===== config.mk =====
export PLATFORM = sky130hd
export DESIGN_NAME = ddpc_top
export DESIGN_NICKNAME = d
export VERILOG_FILES = /design/src/core/ddpc_pkg.sv /design/src/core/ddpc_post_modify.sv /design/src/core/ddpc_top.sv
export VERILOG_INCLUDE_DIRS = /design/src /design/src/core
export SDC_FILE = /design/constraint.sdc
export NUM_CORES = 1
export LEC_CHECK = 0
export BUFFER_PORTS_ARGS = -buffer_cell sky130_fd_sc_hd__buf_2
export CAP_MARGIN = 5
export CORE_UTILIZATION = 50
export CTS_CLUSTER_DIAMETER = 80
export DETAILED_ROUTE_END_ITERATION = 16
export PLACE_DENSITY = 0.82
export SYNTH_ARGS = -nofsm -noshare
export SYNTH_HDL_FRONTEND = slang
export SYNTH_HIERARCHICAL = 1
export SYNTH_SLANG_ARGS = --single-unit

===== constraint.sdc =====
create_clock -name i_mclk -period 10.9 [get_ports i_mclk]
set_clock_uncertainty 0.15 [all_clocks]
set_input_delay 0.545 -clock i_mclk [delete_from_list [all_inputs] [get_ports i_mclk]]
set_output_delay 0.545 -clock i_mclk [all_outputs]
set_load 0.01 [all_outputs]

===== src/core/ddpc_defines.svh =====
/*
 * offsets, field positions, reset values and mode codes of the dual data pointer control block.
 * assumes it is included by bare name from core/ files.
 */
`ifndef DDPC_DEFINES_SVH
`define DDPC_DEFINES_SVH

// register indices; byte address is four times the index
`define DDPC_IDX_CTRL 8'ha7
`define DDPC_IDX_PTR_LOW 8'h82
`define DDPC_IDX_PTR_HIGH 8'h83
`define DDPC_IDX_PTR_PAGE 8'h84
`define DDPC_ADDR_W 10

// control register fields
`define DDPC_BIT_RSVD 7
`define DDPC_BIT_SWAP 6
`define DDPC_BIT_SHADOW_HI 5
`define DDPC_BIT_SHADOW_LO 4
`define DDPC_BIT_MAIN_HI 3
`define DDPC_BIT_MAIN_LO 2
`define DDPC_BIT_UNIMPL 1
`define DDPC_BIT_SEL 0
`define DDPC_CTRL_RESET 8'h00
`define DDPC_PTR_RESET 24'h000000

// post-modify mode codes
`define DDPC_MODE_KEEP 2'h0
`define DDPC_MODE_INC 2'h1
`define DDPC_MODE_DEC 2'h2
`define DDPC_MODE_FLIP 2'h3

`endif


===== src/core/ddpc_pkg.sv =====
/*
 * types of the dual data pointer control block.
 * assumes nothing of its surroundings.
 */
package ddpc_pkg;
	typedef logic [23:0] ddpc_ptr_type;
	typedef logic [1:0] ddpc_mode_type;
endpackage : ddpc_pkg


===== src/core/ddpc_post_modify.sv =====
/*
 * post-modify arithmetic for one 24-bit data pointer.
 * assumes mode codes from ddpc_defines.svh; purely combinational.
 */
`timescale 1ns/1ps
`include "ddpc_defines.svh"

module ddpc_post_modify
	import ddpc_pkg::*;
(
	input wire ddpc_ptr_type i_ptr,
	input wire ddpc_mode_type i_mode,
	output ddpc_ptr_type o_ptr
);
	always_comb begin
		case (i_mode)
			`DDPC_MODE_KEEP: o_ptr = i_ptr;
			`DDPC_MODE_INC: o_ptr = i_ptr + 24'h000001;
			`DDPC_MODE_DEC: o_ptr = i_ptr - 24'h000001;
			`DDPC_MODE_FLIP: o_ptr = {i_ptr[23:1], ~i_ptr[0]};
			default: o_ptr = i_ptr;
		endcase
	end
endmodule : ddpc_post_modify


===== src/core/ddpc_top.sv =====
/*
 * dual data pointer control: main and shadow 24-bit pointers, control register, avalon-mm slave.
 * assumes a core sequencer on i_mclk issuing at most one pointer operation per cycle.
 */
// Implementation choices: the register addresses and the Avalon-MM interface to the registers.
// Behaviour
// - control bit 7 is reserved, stores nothing and reads zero.
// - with auto-swap set, every qualifying pointer move flips select unless a control write or increment that cycle decides it; clear means no swap.
// - shadow mode 00 keeps, 01 increments, 10 decrements, 11 inverts lsb of the shadow pointer after a move.
// - main mode uses the same encoding on the main pointer after a move.
// - bit 1 is not implemented, so incrementing the register only toggles select with no carry.
// - select zero shows the main pointer on the low, high and page bytes, one shows the shadow pointer.
// - only moves through the data pointer modify or swap; pc-relative and register-indirect moves touch nothing.
// - loads, increments and byte accesses of the pointer act on the active pointer.
// - the control register sits at index a7h and resets to 00h: main selected, no modify, no swap.
`timescale 1ns/1ps
`include "ddpc_defines.svh"

module ddpc_top
	import ddpc_pkg::*;
(
	input wire logic i_mclk,
	input wire logic i_rstn,
	input wire logic [11:0] i_avs_address,
	input wire logic i_avs_read,
	input wire logic i_avs_write,
	input wire logic [31:0] i_avs_writedata,
	input wire logic [3:0] i_avs_byteenable,
	output logic [31:0] o_avs_readdata,
	output logic o_avs_waitrequest,
	input wire logic i_move_valid,
	input wire logic i_move_via_ptr,
	input wire logic i_ptr_load,
	input wire ddpc_ptr_type i_ptr_load_value,
	input wire logic i_ptr_inc,
	input wire logic i_ctrl_inc,
	output ddpc_ptr_type o_active_pointer,
	output logic o_pointer_select
);
	////////////////////////////////////////////////////////////////////////////
	logic ack_reg;
	logic [31:0] rdata_reg;
	logic swap_reg;
	ddpc_mode_type shadow_mode_reg;
	ddpc_mode_type main_mode_reg;
	logic sel_reg;
	ddpc_ptr_type main_ptr_reg;
	ddpc_ptr_type shadow_ptr_reg;
	ddpc_ptr_type active_ptr;
	ddpc_mode_type active_mode;
	ddpc_ptr_type modified_ptr;
	ddpc_ptr_type active_next;
	logic sel_next;
	logic bus_wr;
	logic qual_move;
	logic [7:0] ctrl_view;
	logic [7:0] word_index;
	localparam logic [7:0] ctrl_reset_value = `DDPC_CTRL_RESET;

	function automatic logic idx_hit(input logic [11:0] addr, input logic [7:0] idx);
		idx_hit = (addr[11:2] == {2'h0, idx}) && (addr[1:0] == 2'h0);
	endfunction : idx_hit

	assign word_index = i_avs_address[9:2];
	assign bus_wr = i_avs_write && ack_reg && i_avs_byteenable[0];
	assign qual_move = i_move_valid && i_move_via_ptr;

	////////////////////////////////////////////////////////////////////////////
	// pointer routing
	assign active_ptr = sel_reg ? shadow_ptr_reg : main_ptr_reg;
	assign active_mode = sel_reg ? shadow_mode_reg : main_mode_reg;
	assign o_active_pointer = active_ptr;
	assign o_pointer_select = sel_reg;
	// reserved and unimplemented bits read as zero
	assign ctrl_view = {1'b0, swap_reg, shadow_mode_reg, main_mode_reg, 1'b0, sel_reg};

	ddpc_post_modify u_post_modify (
		.i_ptr(active_ptr),
		.i_mode(active_mode),
		.o_ptr(modified_ptr)
	);

	always_comb begin
		active_next = active_ptr;
		if (qual_move) begin
			active_next = modified_ptr;
		end else if (i_ptr_load) begin
			active_next = i_ptr_load_value;
		end else if (i_ptr_inc) begin
			active_next = active_ptr + 24'h000001;
		end else if (bus_wr && idx_hit(i_avs_address, `DDPC_IDX_PTR_LOW)) begin
			active_next = {active_ptr[23:8], i_avs_writedata[7:0]};
		end else if (bus_wr && idx_hit(i_avs_address, `DDPC_IDX_PTR_HIGH)) begin
			active_next = {active_ptr[23:16], i_avs_writedata[7:0], active_ptr[7:0]};
		end else if (bus_wr && idx_hit(i_avs_address, `DDPC_IDX_PTR_PAGE)) begin
			active_next = {i_avs_writedata[7:0], active_ptr[15:0]};
		end
	end

	always_comb begin
		sel_next = sel_reg;
		if (bus_wr && idx_hit(i_avs_address, `DDPC_IDX_CTRL)) begin
			sel_next = i_avs_writedata[`DDPC_BIT_SEL];
		end else if (i_ctrl_inc) begin
			sel_next = ~sel_reg;
		end else if (qual_move && swap_reg) begin
			sel_next = ~sel_reg;
		end
	end

	////////////////////////////////////////////////////////////////////////////
	// pointers and select
	always_ff @(posedge i_mclk) begin
		if (!i_rstn) begin
			main_ptr_reg <= `DDPC_PTR_RESET;
			shadow_ptr_reg <= `DDPC_PTR_RESET;
		end else if (sel_reg) begin
			shadow_ptr_reg <= active_next;
		end else begin
			main_ptr_reg <= active_next;
		end
	end

	always_ff @(posedge i_mclk) begin
		if (!i_rstn) begin
			sel_reg <= ctrl_reset_value[`DDPC_BIT_SEL];
		end else begin
			sel_reg <= sel_next;
		end
	end

	// mode and swap fields; increment of the register never carries into them
	always_ff @(posedge i_mclk) begin
		if (!i_rstn) begin
			swap_reg <= ctrl_reset_value[`DDPC_BIT_SWAP];
			shadow_mode_reg <= ctrl_reset_value[`DDPC_BIT_SHADOW_HI:`DDPC_BIT_SHADOW_LO];
			main_mode_reg <= ctrl_reset_value[`DDPC_BIT_MAIN_HI:`DDPC_BIT_MAIN_LO];
		end else if (bus_wr && idx_hit(i_avs_address, `DDPC_IDX_CTRL)) begin
			swap_reg <= i_avs_writedata[`DDPC_BIT_SWAP];
			shadow_mode_reg <= i_avs_writedata[`DDPC_BIT_SHADOW_HI:`DDPC_BIT_SHADOW_LO];
			main_mode_reg <= i_avs_writedata[`DDPC_BIT_MAIN_HI:`DDPC_BIT_MAIN_LO];
		end
	end

	////////////////////////////////////////////////////////////////////////////
	// avalon slave: one wait state, read data registered
	assign o_avs_waitrequest = (i_avs_read || i_avs_write) && !ack_reg;
	assign o_avs_readdata = rdata_reg;

	always_ff @(posedge i_mclk) begin
		if (!i_rstn) begin
			ack_reg <= 1'b0;
		end else begin
			ack_reg <= (i_avs_read || i_avs_write) && !ack_reg;
		end
	end

	always_ff @(posedge i_mclk) begin
		if (!i_rstn) begin
			rdata_reg <= 32'h00000000;
		end else if (i_avs_read && !ack_reg) begin
			if (i_avs_address[11:10] != 2'h0 || i_avs_address[1:0] != 2'h0) begin
				rdata_reg <= 32'h00000000;
			end else begin
				case (word_index)
					`DDPC_IDX_CTRL: rdata_reg <= {24'h000000, ctrl_view};
					`DDPC_IDX_PTR_LOW: rdata_reg <= {24'h000000, active_ptr[7:0]};
					`DDPC_IDX_PTR_HIGH: rdata_reg <= {24'h000000, active_ptr[15:8]};
					`DDPC_IDX_PTR_PAGE: rdata_reg <= {24'h000000, active_ptr[23:16]};
					default: rdata_reg <= 32'h00000000;
				endcase
			end
		end
	end

	logic ctrl_wr;
	logic other_op;
	assign ctrl_wr = bus_wr && idx_hit(i_avs_address, `DDPC_IDX_CTRL);
	assign other_op = ctrl_wr || i_ctrl_inc;
endmodule : ddpc_top


# Word level (Yosys, flattened, before mapping)
# Cells that the tools add are included.
dict set report word_totals {
  ff_bits 87
  wordCells 59
  latchBits 0
  rom_bits 0
  in_bits 81
  mem_count 0
  ramBits 0
}
dict set report classes {
  shifts 0
  div_mod_pow 0
  n_mux 14
  magnitude_cmp 0
  n_eq_ne 11
  addsub 2
  n_reduce_logical 22
  n_mul 0
  bitwise 2
}
# op count
set op_table {}
lappend op_table {{$mux W24} 7}
lappend op_table {{$pmux W24 S4} 1}
lappend op_table {{$eq A10 B8 Y1 const B} 4}
lappend op_table {{$eq A8 B8 Y1 const B} 4}
lappend op_table {{$pmux W8 S4} 1}
lappend op_table {{$add A24 B1 Y24 const B} 1}
lappend op_table {{$sub A24 B1 Y24 const B} 1}
lappend op_table {{$logic_and A1 B1 Y1} 14}
lappend op_table {{$mux W8} 1}
lappend op_table {{$eq A2 B2 Y1 const B} 2}
lappend op_table {{$logic_not A2 Y1} 2}
lappend op_table {{$reduce_bool A2 Y1} 2}
lappend op_table {{$mux W1} 3}
lappend op_table {{$reduce_bool A3 Y1} 1}
lappend op_table {{$eq A2 B1 Y1 const B} 1}
lappend op_table {{$logic_or A1 B1 Y1} 2}
lappend op_table {{$mux W2} 1}
lappend op_table {{$not A1 Y1} 2}
lappend op_table {{$logic_not A1 Y1} 1}

# Longest topological paths before layout
# Gate-level depths: netlist of run 1.
dict set report depth {
  ltp_word 9
  mapped_depth 29
}

# Cells and area by module
# Netlist of run 1, hierarchy kept.
# mod n_inst area_per_inst_um2 cells_each
set modules_own_cells {}
lappend modules_own_cells {ddpc_top 1 4928.5 634}
lappend modules_own_cells {ddpc_post_modify 1 2299.7 353}

# Least setup slack after synthesis of run 1
# No wires, ideal clock.
dict set report synth_path {
  kind {register to register}
  startpoint {register sel_reg, in the netlist o_pointer_select}
  endpoint {register main_ptr_reg[22]}
  n_path_buf 12
  slack_ns 5.509
  path_stages_with_launch 30
  setup_time_ns 0.137
  arrival_time_ns 5.104
  required_time_ns 10.613
  period_less_slack_ns 5.391
  cell_sequence {dfxtp_1 > buf_6 > buf_6 > buf_8 > buf_6 > buf_2 > buf_6 > buf_6 > mux2_2 > inv_1 > ha_1 > buf_4 > buf_2 > clkbuf_8 > clkbuf_8 > buf_6 > xor2_1 > ha_1 > and3b_1 > o21ai_0 > a21oi_1 > o21ai_0 > a211oi_1 > or3_1 > a32o_1 > nand2_1 > nand2_1 > a31oi_1 > o41a_1 > a31oi_1}
}
dict set report synth_between {
  elab_cells_between_ends 15
}
# item line
set synth_lines {}
lappend synth_lines {{from (decl)} ddpc_top.sv:46} ;# logic sel_reg;
lappend synth_lines {{from (signal assigned)} ddpc_top.sv:126} ;# sel_reg <= ctrl_reset_value[`DDPC_BIT_SEL];
lappend synth_lines {{from (signal assigned)} ddpc_top.sv:128} ;# sel_reg <= sel_next;
lappend synth_lines {{$mux W2 (*)} ddpc_top.sv:71} ;# assign active_mode = sel_reg ? shadow_mode_reg : main_mode_reg;
lappend synth_lines {{named net active_mode[0]} ddpc_top.sv:50} ;# ddpc_mode_type active_mode;
lappend synth_lines {{$eq A2 B2 Y1 (tied with other cells)} ddpc_post_modify.sv:16} ;# case (i_mode)
lappend synth_lines {{$pmux W24 S4 (*)} ddpc_post_modify.sv:16}
lappend synth_lines {{named net modified_ptr[22]} ddpc_top.sv:51} ;# ddpc_ptr_type modified_ptr;
lappend synth_lines {{$mux W24 (*)} ddpc_top.sv:85} ;# if (qual_move) begin
lappend synth_lines {{to (signal assigned)} ddpc_top.sv:115} ;# main_ptr_reg <= `DDPC_PTR_RESET;
lappend synth_lines {{to (signal assigned)} ddpc_top.sv:120} ;# main_ptr_reg <= active_next;
lappend synth_lines {{to (decl)} ddpc_top.sv:47} ;# ddpc_ptr_type main_ptr_reg;
# The timed path passes the listed nets; every way through them passes the cells marked *.
# A chain may end at the register's enable or synchronous reset.

# Worst setup path after layout of run 1
dict set report layout_path {
  startpoint {register sel_reg, in the netlist o_pointer_select}
  endpoint {register main_ptr_reg[19]}
}
# The elaborated chain is that of the path after synthesis.

==> flow_metrics.tcl, run 1 <==
set metrics [dict create \
    max_slew_margin_pct 24.4 \
    grt-ovfl-total 0 \
    synthTopCellsByArea "dfxtp_1 (17%), mux2i_1 (6.2%), o21ai_0 (6.2%)" \
    yosys.area_share.simple_pct 28.0 \
    grt_pass1_vias 6968 \
    syn_avg_cell_area_um2 7.32 \
    p_total_w 0.000853 \
    clk_pin_slew_ns 0.06 \
    tightest_slew_ns 1.13 \
    cts_hold_buf 0 \
    numCtsBuffers 9 \
    synth-seq-area-share_pct 17.4 \
    first_pass_iters 6 \
    yosys.area.top_type_share_pct 17.4 \
    critPathLaunchType "flip-flop" \
    whs_ns 0.337 \
    syn_area_um2 7230 \
    die_y_um 122 \
    route.detailed.drc 0 \
    vias_per_cell 6.70 \
    whs_path_depth 2 \
    grt.total_usage_pct 31.9 \
    synth_top_family_by_area "compound AO/OA/AOI/OAI gates" \
    synth.area.mux_share_pct 8.81 \
    antenna_found_initial 0 \
    synth.distinct_cells 111 \
    clock_sinks 63 \
    antenna_cells 0 \
    cp.required_ns 11.00 \
    status "finished clean" \
    worstSetupEndpointType "flip-flop" \
    fmax_ghz 0.188 \
    cts_tree "yes" \
    dp.final_hpwl_mm 16.8 \
    synth_edf_count 0 \
    maxCapViolations 0 \
    placementRows 43 \
    p_per_area_nw_per_um2 111 \
    synth_most_common_cell "nand2_1" \
    routabilityCongestion 0.955 \
    first_iter_violations 999 \
    hold_path.class "reg2reg" \
    clk_latency_ns 0.35 \
    synth-async-reset-ratio_pct 0 \
    area_delta_synth_final_pct 6.21 \
    wl_per_cell_um 20.1 \
    synthXorXnorAreaFrac_pct 3.15 \
    grt_pass1_wl_mm 37.0 \
    synth-compound-area-share_pct 30.0 \
    min_period_ns 5.32 \
    post_cts_buffers 0 \
    rr_worst_depth 16 \
    grt_start_max_net_pins 85 \
    dominantRegCellSynth "dfxtp_1" \
    synth_top_area_cell "dfxtp_1" \
    setup_viol 0 \
    drv_slew 0 \
    period_share_pct 48.8 \
    clockBufferDepth 2 \
    htreeDepth 3 \
    dieArea_um2 14900 \
    vdd_drop_max_uv 74.6 \
    synthTopCellsByCount "nand2_1 (119), o21ai_0 (90), nor2_1 (70)" \
    worstPathMaxFanout 70 \
    synth_cells 987 \
    yosysWarnings 6 \
    crit_type "reg2reg" \
    p_leak_nw 3.07 \
    port_buffers 87 \
    hold_viol_final 0 \
    initial_core_util_pct 51.7 \
    rsz0062_at_grt "false" \
    die_w_um 122 \
    ant_nets 0 \
    cts_resized 0 \
    ios 139 \
    tns_ns 0 \
    coreArea_um2 14000 \
    nets 1096 \
    synth-adder-area-share_pct 1.38 \
    drive_gt1_share_pct 16.8 \
    critPathArrivalTime_ns 5.42 \
    vias 7982 \
    root_buffer "clkbuf_16" \
    synth-seq-cells 63 \
    routed_wl_mm 24.0 \
]
==> logic make-up (layout without fill, tap and decap cells) <==
logic type | count (synthesis) | count (layout)
fa+ha+maj | 8 | 8
xor+xnor | 26 | 26
mux | 61 | 61
flops | 63 | 63
other cells | 1 | 24
simple gates | 376 | 376
compound gates | 314 | 314
buf+inv | 138 | 140
==> critical path: stages (launching register included) <==
cell and delay (ns):
dfxtp_4 0.52, mux2_2 0.39, inv_1 0.11, ha_2 0.17, buf_4 0.57, inv_1 0.60, o32a_1 0.53, a211oi_2 0.33
nor2_1 0.19, mux2i_1 0.17, or4_1 0.49, o211ai_1 0.19, nand2_1 0.12, nand2_1 0.11, a211o_1 0.10, o2111ai_1 0.16
o31ai_1 0.29
==> layer usage <==
metal	wire, um	vias to the layer above	track usage, %
met5	0	-	0
li1	-	3664	-
met3	2730	104	3.95
met4	1230	0	19.3
met1	9590	3639	43.5
met2	10400	575	47.8
==> metrics by stage <==
step | area (um^2) | std cells | setup WS (ns) | util [%]
floorplan | 7310 | 1010 | 5.51 | -
global placement | 7340 | 1176 | 5.81 | 52.5
detailed placement | 7340 | 1176 | 5.76 | 52.5
CTS | 7680 | 1192 | 5.73 | 54.9
global route | 7680 | 1192 | 5.30 | 54.9
finish | 7680 | 1192 | 5.58 | 54.9
==> worst paths after layout <==
check	from	end	slack, ns
setup / recovery	o_pointer_select$_SDFFE_PN0P_	main_ptr_reg[19]$_SDFFE_PN0N_	5.58
hold / removal	main_ptr_reg[19]$_SDFFE_PN0N_	main_ptr_reg[19]$_SDFFE_PN0N_	0.34
setup reg to reg	o_pointer_select$_SDFFE_PN0P_	main_ptr_reg[19]$_SDFFE_PN0N_	5.58
hold reg to reg	main_ptr_reg[19]$_SDFFE_PN0N_	main_ptr_reg[19]$_SDFFE_PN0N_	0.34
==> cells in the final DEF (no fill, tap or decap), types with 9 or more instances in the layout <==
cell type / n
mux2_2: 14
o31ai_1: 12
mux2i_1: 45
conb_1: 24
or3_1: 16
nand3b_1: 10
nor2_1: 70
a22o_1: 10
nand3_1: 31
o211ai_1: 13
clkbuf_16: 9
a21oi_1: 44
and2_1: 12
a22oi_1: 11
nor2b_1: 12
xnor2_1: 24
a211oi_1: 10
dfxtp_1: 62
buf_2: 87
o21ai_0: 90
nor4_1: 10
inv_1: 28
and3_1: 12
nand4_1: 10
nor3_1: 18
a221oi_1: 10
a31oi_1: 14
nand2_1: 119
==> final cells by class <==
type | count | area (um^2)
inverter | 30 | 113
sequential | 63 | 1260
clock inverter | 5 | 80.1
clock buffer | 11 | 253
fill | 1348 | 6310
tap | 180 | 225
timing repair buffer | 94 | 488
multi-input combinational | 809 | 5250
==> report_power, final <==
group          internal, W  switching, W
Combinational    0.0000868      0.000173
Sequential        0.000248     0.0000211
Clock             0.000212      0.000112
Total             0.000547      0.000306
(Power assumes the default switching activity.)
==> run 2, diff against run 1 <==
==> constraint.sdc (replaced) <==
create_clock -name i_mclk -period 5.3 [get_ports i_mclk]
set_clock_uncertainty 0.15 [all_clocks]
set_input_delay 0.265 -clock i_mclk [delete_from_list [all_inputs] [get_ports i_mclk]]
set_output_delay 0.265 -clock i_mclk [all_outputs]
set_load 0.01 [all_outputs]
==> flow_metrics.tcl, run 2 (same netlist as run 1, synthesis figures left out) <==
set metrics [dict create \
    status "finished clean" \
    clk_pin_slew_ns 0.06 \
    final_common_cell "nand2_1" \
    clock_sinks 63 \
    wl_per_cell_um 20.1 \
    crit_type "reg2reg" \
    ios 139 \
    period_share_pct 88.7 \
    dp.final_hpwl_mm 17.3 \
    htreeDepth 3 \
    fin_util_pct 55.6 \
    critPathBufInv 1 \
    hold_viol_final 0 \
    nets 1109 \
    setup_viol 0 \
    placed_cells 1189 \
    cts_resized 0 \
    cpPeakStageDelay_ns 0.69 \
    numCtsBuffers 9 \
    crit_family "compound AO/OA/AOI/OAI gates" \
    grt_pass1_wl_mm 37.1 \
    antenna_cells 0 \
    worstPathMaxFanout 49 \
    ant_nets 0 \
    layout_common_cells "nand2_1 (119), o21ai_0 (88), buf_2 (87), nor2_1 (70), dfxtp_1 (62)" \
    clockBufferDepth 2 \
    cts_hold_buf 0 \
    vdd_drop_max_uv 158 \
    routabilityCongestion 0.989 \
    first_pass_iters 6 \
    dieArea_um2 14900 \
    min_period_ns 4.70 \
    whs_ns 0.0709 \
    drive_gt1_share_pct 17.8 \
    port_buffers 87 \
    maxCapViolations 0 \
    rsz0062_at_grt "false" \
    cp_cell_sequence "mux2_2 > inv_1 > ha_2 > xor2_1 > ha_1 > and3b_1 > o2111ai_1 > o21ai_0 > o21ai_1 > a211oi_1 > or3_1 > a32o_1 > nand2_1 > nand2_1 > a31oi_1 > o41a_1 > a31oi_1" \
    placementRows 43 \
    max_slew_margin_pct 37.4 \
    worstSetupEndpointType "flip-flop" \
    cts_tree "yes" \
    drv_slew 0 \
    initial_core_util_pct 51.7 \
    tightest_slew_ns 0.936 \
    routed_wl_mm 24.3 \
    die_y_um 122 \
    slowest_stage "dfxtp_4" \
    antenna_found_initial 0 \
    critPathArrivalTime_ns 4.75 \
    vias_per_cell 6.71 \
    route.detailed.drc 0 \
    postLayoutSetupSlackWorst_ns 0.600 \
    grt-ovfl-total 0 \
    first_iter_violations 833 \
    die_w_um 122 \
    cp.required_ns 5.34 \
    grt_start_max_net_pins 62 \
    fmax_ghz 0.213 \
    place_ws_ns 0.771 \
    root_buffer "clkbuf_16" \
    grt_pass1_vias 7033 \
    grt.total_usage_pct 32.1 \
    critPathLaunchType "flip-flop" \
    coreArea_um2 14000 \
    p_per_area_nw_per_um2 225 \
    area_delta_synth_final_pct 7.62 \
    p_leak_nw 3.14 \
    clk_latency_ns 0.34 \
    hold_path.class "in2reg" \
    post_cts_buffers 0 \
    tns_ns 0 \
    vias 8086 \
    fin_cells 1205 \
]
[run 2: cell types whose count changed in the layout (fill, tap and decap cells not counted)]
cell,before,now
buf_4,7,19
clkinv_4,0,1
clkinvlp_4,2,1
buf_12,0,1
o21ai_1,7,9
clkbuf_1,0,1
clkbuf_8,2,1
o21ai_0,90,88
[run 2: final cells by class]
class | count | area, um^2
clock buffer | 11 | 243
clock inverter | 5 | 81.3
fill | 1359 | 6210
inverter | 30 | 113
multi-input combinational | 809 | 5250
sequential | 63 | 1260
tap | 180 | 225
timing repair buffer | 107 | 598
[run 2: layer usage]
metal / vias up / share of wire (%) / track usage [%]
li1: 3698 / - / -
met1: 3744 / 38 / 42.3
met2: 544 / 45 / 49.4
met3: 100 / 12 / 5.16
met4: 0 / 5.0 / 18.8
met5: - / 0 / 0
[run 2: worst paths after layout]
check	startpoint	endpoint	slack, ns	cells after the start
worst max register to register	o_pointer_select$_SDFFE_PN0P_	shadow_ptr_reg[22]$_SDFFE_PN0P_	0.60	17
worst min-delay path	i_avs_write	ack_reg$_SDFF_PN0_	0.07	3
worst min register to register	ack_reg$_SDFF_PN0_	ack_reg$_SDFF_PN0_	0.34	1
worst max-delay path	o_pointer_select$_SDFFE_PN0P_	shadow_ptr_reg[22]$_SDFFE_PN0P_	0.60	17
[run 2: tightest hold or removal path: stages]
cell and delay [ns]:
buf_2 0.08, nor2_1 0.05, nor3_1 0.12
[run 2: metrics by stage]
stage / total power [W] / cell area (um^2)
after floorplan: 0.000949 / 7310
after global placement: 0.00108 / 7450
after detailed placement: 0.00109 / 7450
after CTS: 0.00173 / 7780
after global routing: 0.00181 / 7780
final: 0.00175 / 7780
[run 2: power by group]
part	total (W)	switching, W	internal [W]
Combinational	0.000544	0.000354	0.000189
Clock	0.000650	0.000226	0.000424
Sequential	0.000558	0.0000474	0.000511
